### config.mk
export PLATFORM = sky130hd
export DESIGN_NAME = skip_subtract_swap_exec
export DESIGN_NICKNAME = d
export VERILOG_FILES = /design/src/skip_sub_pkg.sv /design/src/operand_mem.sv /design/src/skip_sub_alu.sv /design/src/skip_subtract_swap_exec.sv
export SDC_FILE = /design/constraint.sdc
export NUM_CORES = 1
export LEC_CHECK = 0
export BUFFER_PORTS_ARGS = -buffer_cell sky130_fd_sc_hd__clkbuf_2
export CELL_PAD_IN_SITES_DETAIL_PLACEMENT = 0
export CELL_PAD_IN_SITES_GLOBAL_PLACEMENT = 1
export CORE_MARGIN = 5
export CORE_UTILIZATION = 48
export CTS_CLUSTER_DIAMETER = 100
export DETAILED_ROUTE_END_ITERATION = 8
export PLACE_DENSITY = 0.77
export SETUP_SLACK_MARGIN = 0.3
export SLEW_MARGIN = 20
export SYNTH_ARGS = -nofsm -noshare
export SYNTH_HDL_FRONTEND = slang
export SYNTH_SLANG_ARGS = --single-unit
export TNS_END_PERCENT = 5
### constraint.sdc
create_clock -name pclk -period 4 [get_ports pclk]
set_clock_uncertainty 0.05 [all_clocks]
set_input_delay 0.2 -clock pclk [delete_from_list [all_inputs] [get_ports pclk]]
set_output_delay 0.2 -clock pclk [all_outputs]
set_load 0.005 [all_outputs]
### src/skip_sub_pkg.sv
`default_nettype none
package skip_sub_pkg;
  // ---------------------------------------------------------------
  // Register map (byte addresses)
  // ---------------------------------------------------------------
  localparam logic [11:0] OFS_CMD = 12'h000;
  localparam logic [11:0] OFS_ACC = 12'h004;
  localparam logic [11:0] OFS_FLAGS = 12'h008;
  localparam logic [11:0] OFS_STATUS = 12'h00c;
  localparam logic [11:0] OFS_MEM_BASE = 12'h040;
  localparam int MEM_DEPTH = 16;
  localparam int MEM_AW = 4;

  // Command word fields
  localparam int CMD_OP_LSB = 0;
  localparam int CMD_BIT_LSB = 4;
  localparam int CMD_ADDR_LSB = 8;

  // Operation codes
  localparam logic [2:0] OP_INC_TO_ACC_SKIP_ZERO = 3'h0;
  localparam logic [2:0] OP_SKIP_IF_NONZERO = 3'h1;
  localparam logic [2:0] OP_SKIP_IF_NONZERO_BIT = 3'h2;
  localparam logic [2:0] OP_SUBTRACT_TO_ACC = 3'h3;
  localparam logic [2:0] OP_SUBTRACT_TO_MEM = 3'h4;
  localparam logic [2:0] OP_NIBBLE_SWAP_IN_PLACE = 3'h5;

  // Status flag positions
  localparam int FLAG_C = 0;
  localparam int FLAG_AC = 1;
  localparam int FLAG_Z = 2;
  localparam int FLAG_OV = 3;
  localparam int FLAG_SC = 4;
  localparam int FLAG_CZ = 5;
  localparam int FLAG_W = 6;

  // Status register fields
  localparam int STAT_BUSY = 0;
  localparam int STAT_SKIP = 1;
  localparam int STAT_CYC_LSB = 8;

  // Values after reset
  localparam logic [7:0] ACC_RESET = 8'h00;
  localparam logic [5:0] FLAGS_RESET = 6'h00;

  // Instruction cycles of one extended instruction
  localparam logic [1:0] CYC_PLAIN = 2'h2;
  localparam logic [1:0] CYC_SKIP = 2'h3;

  typedef enum logic [1:0] {
    S_IDLE,
    S_OPERAND,
    S_EXECUTE,
    S_DUMMY
  } exec_state_t;
endpackage
`default_nettype wire

### src/operand_mem.sv
`timescale 1ns/1ps
`default_nettype none
module operand_mem (
  input wire logic pclk,
  input wire logic [3:0] addr,
  input wire logic we,
  input wire logic [7:0] wdata,
  output logic [7:0] rdata
);
  // ---------------------------------------------------------------
  // Storage
  // ---------------------------------------------------------------
  logic [7:0] mem [skip_sub_pkg::MEM_DEPTH];

  // Write port and registered read port
  always_ff @(posedge pclk) begin
    if (we) begin
      mem[addr] <= wdata;
    end
    rdata <= mem[addr];
  end
endmodule // operand_mem
`default_nettype wire

### src/skip_sub_alu.sv
`timescale 1ns/1ps
`default_nettype none
module skip_sub_alu (
  input wire logic [2:0] op,
  input wire logic [2:0] bit_sel,
  input wire logic [7:0] acc,
  input wire logic [7:0] opnd,
  output logic [7:0] result,
  output logic to_acc,
  output logic to_mem,
  output logic set_flags,
  output logic skip,
  output logic [5:0] flags
);
  logic [8:0] diff9;
  logic [4:0] lo5;
  logic [7:0] inc;
  logic [7:0] diff;
  logic ovf;

  // ---------------------------------------------------------------
  // Subtract acc minus operand, incrementer
  // ---------------------------------------------------------------
  always_comb begin
    diff9 = {1'b0, acc} + {1'b0, ~opnd} + 9'h001;
    lo5 = {1'b0, acc[3:0]} + {1'b0, ~opnd[3:0]} + 5'h01;
    diff = diff9[7:0];
    inc = opnd + 8'h01;
    ovf = (acc[7] ^ opnd[7]) & (acc[7] ^ diff[7]);
    flags = '0;
    flags[skip_sub_pkg::FLAG_C] = diff9[8]; // No borrow sets carry
    flags[skip_sub_pkg::FLAG_AC] = lo5[4];
    flags[skip_sub_pkg::FLAG_Z] = (diff == 8'h00);
    flags[skip_sub_pkg::FLAG_OV] = ovf;
    flags[skip_sub_pkg::FLAG_SC] = ovf ^ diff[7];
    flags[skip_sub_pkg::FLAG_CZ] = (diff == 8'h00);
  end

  // Operation select
  always_comb begin
    result = 8'h00;
    to_acc = 1'b0;
    to_mem = 1'b0;
    set_flags = 1'b0;
    skip = 1'b0;
    unique case (op)
      skip_sub_pkg::OP_INC_TO_ACC_SKIP_ZERO: begin
        result = inc;
        to_acc = 1'b1;
        skip = (inc == 8'h00);
      end
      skip_sub_pkg::OP_SKIP_IF_NONZERO: begin
        skip = |opnd;
      end
      skip_sub_pkg::OP_SKIP_IF_NONZERO_BIT: begin
        skip = opnd[bit_sel];
      end
      skip_sub_pkg::OP_SUBTRACT_TO_ACC: begin
        result = diff;
        to_acc = 1'b1;
        set_flags = 1'b1;
      end
      skip_sub_pkg::OP_SUBTRACT_TO_MEM: begin
        result = diff;
        to_mem = 1'b1;
        set_flags = 1'b1;
      end
      skip_sub_pkg::OP_NIBBLE_SWAP_IN_PLACE: begin
        result = {opnd[3:0], opnd[7:4]};
        to_mem = 1'b1;
      end
      default: begin
        result = 8'h00;
      end
    endcase
  end
endmodule // skip_sub_alu
`default_nettype wire

### src/skip_subtract_swap_exec.sv
// The implementer's own choices: the register addresses and the APB slave port.
`timescale 1ns/1ps
`default_nettype none
// Behaviour
// - Increment byte into accumulator, memory untouched
// - Skip next when incremented value is zero
// - Taken skip adds dummy cycle, three total
// - Bit test skips when selected bit set
// - Byte test skips when byte nonzero
// - Accumulator minus byte into accumulator
// - Accumulator minus byte back into memory
// - Carry clear on negative, set otherwise
// - Subtractions update all six status flags
// - Swap nibbles of byte in place
module skip_subtract_swap_exec (
  input wire logic pclk,
  input wire logic presetn,
  input wire logic psel,
  input wire logic penable,
  input wire logic pwrite,
  input wire logic [11:0] paddr,
  input wire logic [31:0] pwdata,
  output logic [31:0] prdata,
  output logic pready,
  output logic pslverr,
  output logic skip_next,
  output logic dummy_cycle
);
  typedef struct packed {
    skip_sub_pkg::exec_state_t state;
    logic [2:0] op;
    logic [2:0] bit_sel;
    logic [3:0] addr;
    logic [7:0] acc;
    logic [5:0] flags;
    logic skip_next;
    logic dummy_cycle;
    logic last_skip;
    logic [1:0] cycles;
    logic pready;
    logic pslverr;
    logic mem_pend;
    logic [31:0] prdata;
  } regs_t;

  regs_t st;
  regs_t next_st;
  logic [3:0] mem_addr;
  logic mem_we;
  logic [7:0] mem_wdata;
  logic [7:0] mem_rdata;
  logic [7:0] alu_result;
  logic alu_to_acc;
  logic alu_to_mem;
  logic alu_set_flags;
  logic alu_skip;
  logic [5:0] alu_flags;
  logic busy;
  logic access;
  logic commit;
  logic mem_hit;
  logic reg_hit;
  logic bad_op;

  // ---------------------------------------------------------------
  // Submodules
  // ---------------------------------------------------------------
  operand_mem u_mem (
    .pclk(pclk),
    .addr(mem_addr),
    .we(mem_we),
    .wdata(mem_wdata),
    .rdata(mem_rdata)
  );

  skip_sub_alu u_alu (
    .op(st.op),
    .bit_sel(st.bit_sel),
    .acc(st.acc),
    .opnd(mem_rdata),
    .result(alu_result),
    .to_acc(alu_to_acc),
    .to_mem(alu_to_mem),
    .set_flags(alu_set_flags),
    .skip(alu_skip),
    .flags(alu_flags)
  );

  // ---------------------------------------------------------------
  // Register read mux
  // ---------------------------------------------------------------
  function automatic logic [31:0] read_word(input logic [11:0] a,
                                            input regs_t s);
    logic [31:0] w;
    w = 32'h0000_0000;
    unique case (a)
      skip_sub_pkg::OFS_CMD:
        w = (32'(s.op) << skip_sub_pkg::CMD_OP_LSB)
          | (32'(s.bit_sel) << skip_sub_pkg::CMD_BIT_LSB)
          | (32'(s.addr) << skip_sub_pkg::CMD_ADDR_LSB);
      skip_sub_pkg::OFS_ACC: w = 32'(s.acc);
      skip_sub_pkg::OFS_FLAGS: w = 32'(s.flags);
      skip_sub_pkg::OFS_STATUS:
        w = (32'(s.state != skip_sub_pkg::S_IDLE)
             << skip_sub_pkg::STAT_BUSY)
          | (32'(s.last_skip) << skip_sub_pkg::STAT_SKIP)
          | (32'(s.cycles) << skip_sub_pkg::STAT_CYC_LSB);
      default: w = 32'h0000_0000;
    endcase
    return w;
  endfunction

  // Address decode
  always_comb begin
    busy = (st.state != skip_sub_pkg::S_IDLE);
    access = psel & penable;
    commit = access & st.pready & ~st.pslverr & pwrite;
    mem_hit = (paddr[11:6] == skip_sub_pkg::OFS_MEM_BASE[11:6]);
    reg_hit = (paddr == skip_sub_pkg::OFS_CMD)
            | (paddr == skip_sub_pkg::OFS_ACC)
            | (paddr == skip_sub_pkg::OFS_FLAGS)
            | (paddr == skip_sub_pkg::OFS_STATUS);
    bad_op = (pwdata[skip_sub_pkg::CMD_OP_LSB +: 3]
              > skip_sub_pkg::OP_NIBBLE_SWAP_IN_PLACE);
  end

  // ---------------------------------------------------------------
  // Next state: bus slave and execution sequence
  // ---------------------------------------------------------------
  always_comb begin
    next_st = st;
    next_st.skip_next = 1'b0;
    next_st.dummy_cycle = 1'b0;
    mem_addr = st.addr;
    mem_we = 1'b0;
    mem_wdata = alu_result;

    // Access phase: answer, stall or start a memory read
    if (st.pready) begin
      next_st.pready = 1'b0;
      next_st.pslverr = 1'b0;
    end else if (access) begin
      if (st.mem_pend) begin
        next_st.prdata = 32'(mem_rdata);
        next_st.pready = 1'b1;
        next_st.mem_pend = 1'b0;
      end else if (busy && paddr != skip_sub_pkg::OFS_STATUS) begin
        next_st.pready = 1'b0;
      end else if (mem_hit && !pwrite) begin
        mem_addr = paddr[5:2];
        next_st.mem_pend = 1'b1;
      end else begin
        next_st.pready = 1'b1;
        next_st.prdata = read_word(paddr, st);
        next_st.pslverr = (!mem_hit && !reg_hit)
          || (pwrite && paddr == skip_sub_pkg::OFS_STATUS)
          || (pwrite && paddr == skip_sub_pkg::OFS_CMD && bad_op);
      end
    end

    // Writes take effect at the edge that completes the transfer
    if (commit) begin
      if (mem_hit) begin
        mem_addr = paddr[5:2];
        mem_we = 1'b1;
        mem_wdata = pwdata[7:0];
      end else if (paddr == skip_sub_pkg::OFS_ACC) begin
        next_st.acc = pwdata[7:0];
      end else if (paddr == skip_sub_pkg::OFS_FLAGS) begin
        next_st.flags = pwdata[skip_sub_pkg::FLAG_W-1:0];
      end else if (paddr == skip_sub_pkg::OFS_CMD) begin
        next_st.op = pwdata[skip_sub_pkg::CMD_OP_LSB +: 3];
        next_st.bit_sel = pwdata[skip_sub_pkg::CMD_BIT_LSB +: 3];
        next_st.addr = pwdata[skip_sub_pkg::CMD_ADDR_LSB +: 4];
        next_st.last_skip = 1'b0;
        next_st.state = skip_sub_pkg::S_OPERAND;
      end
    end

    // Instruction sequence
    unique case (st.state)
      skip_sub_pkg::S_IDLE: begin
        next_st.dummy_cycle = 1'b0;
      end
      skip_sub_pkg::S_OPERAND: begin
        next_st.state = skip_sub_pkg::S_EXECUTE;
      end
      skip_sub_pkg::S_EXECUTE: begin
        if (alu_to_acc) begin
          next_st.acc = alu_result;
        end
        mem_we = alu_to_mem;
        if (alu_set_flags) begin // Skips and swap keep flags
          next_st.flags = alu_flags;
        end
        next_st.skip_next = alu_skip;
        next_st.last_skip = alu_skip;
        if (alu_skip) begin
          next_st.state = skip_sub_pkg::S_DUMMY;
          next_st.dummy_cycle = 1'b1;
          next_st.cycles = skip_sub_pkg::CYC_SKIP;
        end else begin
          next_st.state = skip_sub_pkg::S_IDLE;
          next_st.cycles = skip_sub_pkg::CYC_PLAIN;
        end
      end
      skip_sub_pkg::S_DUMMY: begin
        next_st.state = skip_sub_pkg::S_IDLE;
      end
    endcase
  end

  // State register
  always_ff @(posedge pclk or negedge presetn) begin
    if (!presetn) begin
      st <= '0;
      st.acc <= skip_sub_pkg::ACC_RESET;
      st.flags <= skip_sub_pkg::FLAGS_RESET;
    end else begin
      st <= next_st;
    end
  end

  // Outputs
  assign prdata = st.prdata;
  assign pready = st.pready;
  assign pslverr = st.pslverr;
  assign skip_next = st.skip_next;
  assign dummy_cycle = st.dummy_cycle;
endmodule // skip_subtract_swap_exec
`default_nettype wire

After elaboration in Yosys (flattened, before gate mapping)
Memory sizes are Yosys's and may differ from the RTL's. A register that Yosys moved wholly into a read port is not among the register bits.
Cells that the tools add are included.
{"block": "classes", "bitwise_logic": 22, "eq_ne": 24, "reduce_logical": 31, "n_addsub": 5, "n_mux": 54, "magnitude_cmp": 2}
{"op": "26-bit two-way mux", "n": 2}
{"op": "12-bit case mux with 4 select lines", "n": 1}
{"op": "12-bit two-way mux", "n": 3}
{"op": "35-bit two-way mux", "n": 1}
{"op": "34-bit two-way mux", "n": 1}
{"op": "33-bit two-way mux", "n": 1}
{"op": "32-bit two-way mux", "n": 1}
{"op": "8-bit two-way mux", "n": 4}
{"op": "4-bit two-way mux", "n": 7}
{"op": "12-bit by 4-bit equality test with 1-bit output (second input constant)", "n": 2}
{"op": "8-bit case mux with 3 select lines", "n": 1}
{"op": "1-bit two-way mux", "n": 21}
{"op": "6-bit two-way mux", "n": 3}
{"op": "8-bit zero test", "n": 2}
{"op": "15-bit two-way mux", "n": 1}
{"op": "5-bit AND reduction", "n": 3}
{"op": "12-bit by 3-bit equality test with 1-bit output (second input constant)", "n": 1}
{"op": "12-bit zero test", "n": 1}
{"op": "12-bit by 4-bit inequality test with 1-bit output (second input constant)", "n": 1}
{"op": "4-bit by 1-bit inequality test with 1-bit output (second input constant)", "n": 3}
{"op": "7-bit by 12-bit bitwise OR with 12-bit output", "n": 1}
{"op": "2-bit by 10-bit bitwise OR with 10-bit output", "n": 1}
{"op": "8-bit by 8-bit adder with 9-bit output", "n": 1}
{"op": "9-bit by 1-bit adder with 9-bit output (second input constant)", "n": 1}
{"op": "other kinds (36)", "n": 74}
{"block": "totals", "register_bits": 66, "ram_bits": 128, "n_memories": 1, "elab_cells": 153, "output_inout_bits": 36}
{"name": "u_mem.mem", "depth": 16, "word_bits": 8, "rd": 1, "rd_ports_with_merged_regs": 1, "wr": 1, "line_no": "operand_mem.sv:13", "rtl": "logic [7:0] mem [skip_sub_pkg::MEM_DEPTH];"}

Depth between registers and ports, before layout
{"block": "logic_depth", "ltp_word": 13, "ltp_mapped": 14, "mapped_depth_nobuf": 14}

Modules after synthesis
A second synthesis with hierarchy kept.
{"block": "unflattened", "cells_unflattened": 633, "area_unflattened_um2": 8767.2}
{"module": "operand_mem", "area_per_inst_um2": 5067.4, "n_inst": 1, "seq_area_each_um2": 4003.8, "cells_each": 230}
{"module": "skip_subtract_swap_exec", "area_per_inst_um2": 2686.3, "n_inst": 1, "seq_area_each_um2": 1126.1, "cells_each": 269}
{"module": "skip_sub_alu", "area_per_inst_um2": 1013.5, "n_inst": 1, "seq_area_each_um2": 0.0, "cells_each": 134}

Worst setup path before layout
OpenSTA, ideal clock, no wires.
{"block": "synth_timing", "kind": "register to register", "startpoint": "reg u_mem.rdata[2], read port of u_mem.mem", "endpoint": "mem u_mem.mem[0][7] (data pin)", "n_path_buf": 1, "stages_incl_launch_ff": 12, "arrival_ps": 2810, "slack_ps": 849, "synth_period_minus_slack_ps": 3151, "setup_time_ps": 291, "t_required_ps": 3659, "path_cell_list": "dfxtp_1 > clkbuf_1 > inv_1 > ha_1 > o21ai_0 > a21boi_0 > o31a_1 > o21ai_0 > nand2b_1 > fa_1 > a21oi_1 > a21oi_1"}
{"block": "synth_between", "elab_chain_len": 6, "word_cells_on_any_way": 7}
{"item": "start: declaration", "line_no": "operand_mem.sv:8", "rtl": "output logic [7:0] rdata"}
{"item": "8-bit inverter", "line_no": "skip_sub_alu.sv:25", "rtl": "diff9 = {1'b0, acc} + {1'b0, ~opnd} + 9'h001;"}
{"item": "8-bit by 8-bit adder with 9-bit output", "line_no": "skip_sub_alu.sv:25"}
{"item": "9-bit by 1-bit adder with 9-bit output", "line_no": "skip_sub_alu.sv:25"}
{"item": "8-bit case mux with 3 select lines (*)", "line_no": "skip_sub_alu.sv:46", "rtl": "unique case (op)"}
{"item": "8-bit two-way mux", "line_no": "skip_subtract_swap_exec.sv:163", "rtl": "if (mem_hit) begin"}
{"item": "8-bit two-way mux (*)", "line_no": "skip_subtract_swap_exec.sv:162", "rtl": "if (commit) begin"}
{"item": "named net mem_wdata[7]", "line_no": "skip_subtract_swap_exec.sv:50", "rtl": "logic [7:0] mem_wdata;"}
{"item": "end: declaration", "line_no": "operand_mem.sv:13"}
The timed path passes the listed nets; every way through them passes the cells marked *.

Worst setup path after layout
{"block": "layout_timing", "startpoint": "reg u_mem.rdata[1], read port of u_mem.mem", "endpoint": "mem u_mem.mem[11][7] (data pin)"}
Same word-level chain as after synthesis.

==> summary.md <==
The number of synthesized flops with an enable pin is 128, and the max-slew violation total from the final report is 0. The minimum period implied by the final worst setup slack is 3450 ps. The classification of the worst setup path was flop to flop. The count of routing violations after the opening detailed-route iteration is 420, and the largest vdd supply drop is 0.424 mV. In this run the remaining antenna-violating nets after routing total 0. At the end of the flow, the number of nets in the layout was 791. Count of final hold-check violations: 0.

STA classifies the critical path endpoint as a flop. Global routing used 20.1% of the available tracks. Class of the tightest hold or removal check: primary input to flop. The number of global-route vias before repair is 5509. During I/O placement, the number of pins put on the boundary was 85.

For the worst setup path, the data arrival time is 3650 ps. Detailed placement ended at an HPWL of 14.3 mm. After synthesis the netlist holds a flip-flop and latch count of 181.

The pin count of the biggest net entering global routing is 46. Wires add up to 20.3 mm. The analysis attributes to cell leakage a power of 4.11 nW. First-pass iteration count of the detailed router: 4.

The cell depth of the worst hold path was 2; the worst-margin pin slew was 967 ps. The number of input and output port buffers inserted was 44; the height of the chip was 144 µm. Clock tree synthesis inserted a total of 17 buffers. The starting density of the core was 48.4%; the clock latency of the later-clocked register in the worst-skew pair was 430 ps.

The share of cells above drive strength 1 is 17.8%. Routability-driven placement finished with a final weighted congestion of 0.902. In the finished design, the share of the clock period the worst path needs comes to 86.2%. Cells fill 54.6% of the core in the end. After detailed routing, the number of remaining DRC violations is 0. Clock slew at the register clock pins of the worst setup and hold paths: 80 ps.

The standard cell with the maximum stage delay on the critical path is fa_1. For the initial antenna violation count, the log shows 0. No sink is reached through more buffers than the 2 on the longest clock path.

The cell sitting at the root of the clock tree is a clkbuf_16. The fraction of registers with async set/reset was 24.9%; the number of setup buffers added after CTS was 0. Average routed wire per standard cell: 20.9 µm.

For this run, the register share of the synthesized area comes to 59.4%. Relative to the synthesized area, the layout overhead comes to 12.8%. Walking the worst path, the cells encountered are inv_1, ha_1, nor2b_1, o21ai_0, a21boi_0, o31a_1, o21ai_0, nand2b_1, fa_1, a21oi_1, a21oi_1, buf_4. The run gives 4200 ps as the critical path required time. The setup check on the worst reg-to-reg path leaves a slack of 550 ps.

Setup repair after global routing left no endpoint under its margin. For the relative slew slack, the log shows 35.4%. The gate family responsible for the most delay along the worst path is compound AO/OA/AOI/OAI gates. For the first-pass GRT wire length, the log shows 31.2 mm. The cell count after synthesis came out at 682. The most used flip-flop cell after synthesis is edfxtp_1. The logs give 55 for the number of distinct library cells after synthesis and 0 for the number of synthesis warnings. STA classifies the critical path startpoint as a flop.

Count of cells along the worst register-to-register path: 12. Dividing the synthesized area by the synthesized cell count gives 12.7 µm². TritonCTS built the clock tree. The initialized floorplan defines 49 standard-cell rows. After routing, the total negative slack on setup checks comes to 0 ps. The total power per unit cell area came out at 398 nW/µm². The total stage count of the critical path is 12. Summed over all layers, the global routing overflow is 0. The run finished with clean final reports.

The die is 144 µm wide. The final route contains 5486 vias. The cell area that synthesis handed to floorplanning was 8630 µm². Counting both buffers and inverters, the worst setup path holds a total of 2.

The maximum fanout count along the critical path is 16. The maximum operating frequency is 0.290 GHz. The tree built by TritonCTS fans out to 181 sinks. In this run the number of H-tree levels came out at 4. In this design, the stage delay of the slowest critical-path cell is 590 ps. The total of endpoints with negative setup slack in the final report was 0; the core box area was 17800 µm². Using the TritonRoute via totals, the vias-per-cell ratio works out to 5.64.

The antenna diode instance count is 0. Max-cap violations in this run came to 0. The full die area was 20800 µm².
[sequential cells by signal (all words and copies together) (netlist names)]
signal       cells
u_mem.rdata      8
dummy_cycle      1
prdata          12
st              30
u_mem.mem      128
pready           1
pslverr          1
[cells by family after synthesis]
logic type / count (synthesis) / share of synthesized area [%]
compound gates: 120 / 8.93
xor+xnor: 11 / 1.12
fa+ha+maj: 12 / 1.91
other cells: 1 / 0.0434
flops: 181 / 59.4
mux: 116 / 14.1
simple gates: 157 / 8.87
buf+inv: 84 / 5.57
[timing repair]
| action | 4_1_cts | 5_1_grt |
|---|---|---|
| endpoints found under the hold margin | 49 | 0 |
| endpoints found under the setup margin | 0 | 17 |
| hold buffers | 5 | 0 |
| resized for setup | 0 | 1 |
[layout by cell type (no fill, tap or decap), types with 10 or more instances in the layout]
master and n:
clkbuf_2 43, nand2b_1 10, o22ai_1 33, mux2i_1 95, or4_1 10, a22oi_1 13, nor2_1 49, edfxtp_1 128
ha_1 10, dfrtp_1 45, o21ai_0 22, buf_4 23, nand2_1 44, clkbuf_16 17, a21oi_1 22, conb_1 20
xnor2_1 10, mux2_2 17, inv_1 20
[routing by layer]
| metal | track usage [%] | routed length (µm) | part of all wire, % |
|---|---|---|---|
| met1 | 26.0 | 8790 | 43 |
| met2 | 35.1 | 10400 | 51 |
| met3 | 3.60 | 742 | 3.7 |
| met4 | 5.10 | 323 | 1.6 |
| met5 | 0 | 0 | 0 |
[worst reg2reg max path: stages, from the launching register on]
cell      delay (ps)
dfxtp_2          430
inv_1            120
ha_1             270
nor2b_1          120
o21ai_0          190
a21boi_0         210
o31a_1           320
o21ai_0          180
nand2b_1          90
fa_1             590
a21oi_1          130
a21oi_1          290
buf_4            280
[layout make-up]
cell class	instances	area [µm²]
clock buffer	17	425
clock inverter	15	225
fill	1478	8110
inverter	20	75.1
multi-input combinational	436	3110
sequential	181	5130
tap	229	287
timing repair buffer	74	485
[synth_stat cells, types with 2 or more instances]
| library cell | number | area [µm²] |
|---|---|---|
| nor3b_1 | 3 | 22.5 |
| nand2_1 | 44 | 165 |
| nand2b_1 | 10 | 62.6 |
| nor2b_1 | 7 | 43.8 |
| buf_6 | 3 | 33.8 |
| mux4_2 | 3 | 67.6 |
| dfxtp_1 | 8 | 160 |
| o221a_2 | 2 | 22.5 |
| edfxtp_1 | 128 | 3840 |
| a41oi_1 | 2 | 17.5 |
| or2_2 | 3 | 18.8 |
| nor2_1 | 49 | 184 |
| nor3_1 | 8 | 40.0 |
| buf_1 | 3 | 11.3 |
| nand3_1 | 9 | 45.0 |
| inv_1 | 20 | 75.1 |
| o22ai_1 | 33 | 206 |
| nor4_1 | 5 | 31.3 |
| o21ai_0 | 22 | 110 |
| a22o_1 | 4 | 35.0 |
| buf_4 | 36 | 270 |
| fa_1 | 2 | 40.0 |
| a31oi_1 | 4 | 25.0 |
| mux2i_1 | 96 | 961 |
| xnor2_1 | 10 | 87.6 |
| dfrtp_1 | 45 | 1130 |
| a22oi_1 | 13 | 97.6 |
| mux2_2 | 17 | 191 |
| or4_1 | 10 | 75.1 |
| a21o_1 | 4 | 30.0 |
| and3_1 | 2 | 12.5 |
| a31o_2 | 2 | 17.5 |
| buf_2 | 5 | 25.0 |
| a21oi_1 | 22 | 110 |
| ha_1 | 10 | 125 |
| o21bai_1 | 2 | 15.0 |
| and2_1 | 2 | 12.5 |
| clkbuf_1 | 16 | 60.1 |
| nand3b_1 | 2 | 15.0 |
[path summary, 6_finish.rpt]
check / from / to
max reg2reg: u_mem.rdata[1]$_DFF_P_ / u_mem.mem[11][7]$_DFFE_PP_
min: pwdata[6] / st[60]$_DFFE_PN0P_
max: u_mem.rdata[1]$_DFF_P_ / u_mem.mem[11][7]$_DFFE_PP_
max in group asynchronous: presetn / st[54]$_DFFE_PN0P_
min in group asynchronous: presetn / prdata[4]$_DFFE_PN0P_
min reg2reg: pready$_DFF_PN0_ / pslverr$_DFFE_PN0P_
[power by group]
group	internal [mW]	switching [mW]	total, mW	leakage, nW
sequential	1.99	0.00318	1.99	1.78
combinational	0.0295	0.0510	0.0805	2.03
clock	0.975	0.823	1.80	0.311
total	2.99	0.877	3.87	4.11
[through the flow]
step	setup WS, ps	hold slack [ps]	instance area [µm²]	std cells	power [mW]
5_1_grt	336	15.4	9730	972	3.99
6_report	550	18.7	9730	972	3.87
4_1_cts	460	10.2	9730	972	3.89
3_5_place_dp	498	237	9030	935	2.11
3_3_place_gp	576	387	9030	935	2.11
2_1_floorplan	849	-146	8700	701	2.08
(Power assumes the default switching activity.)
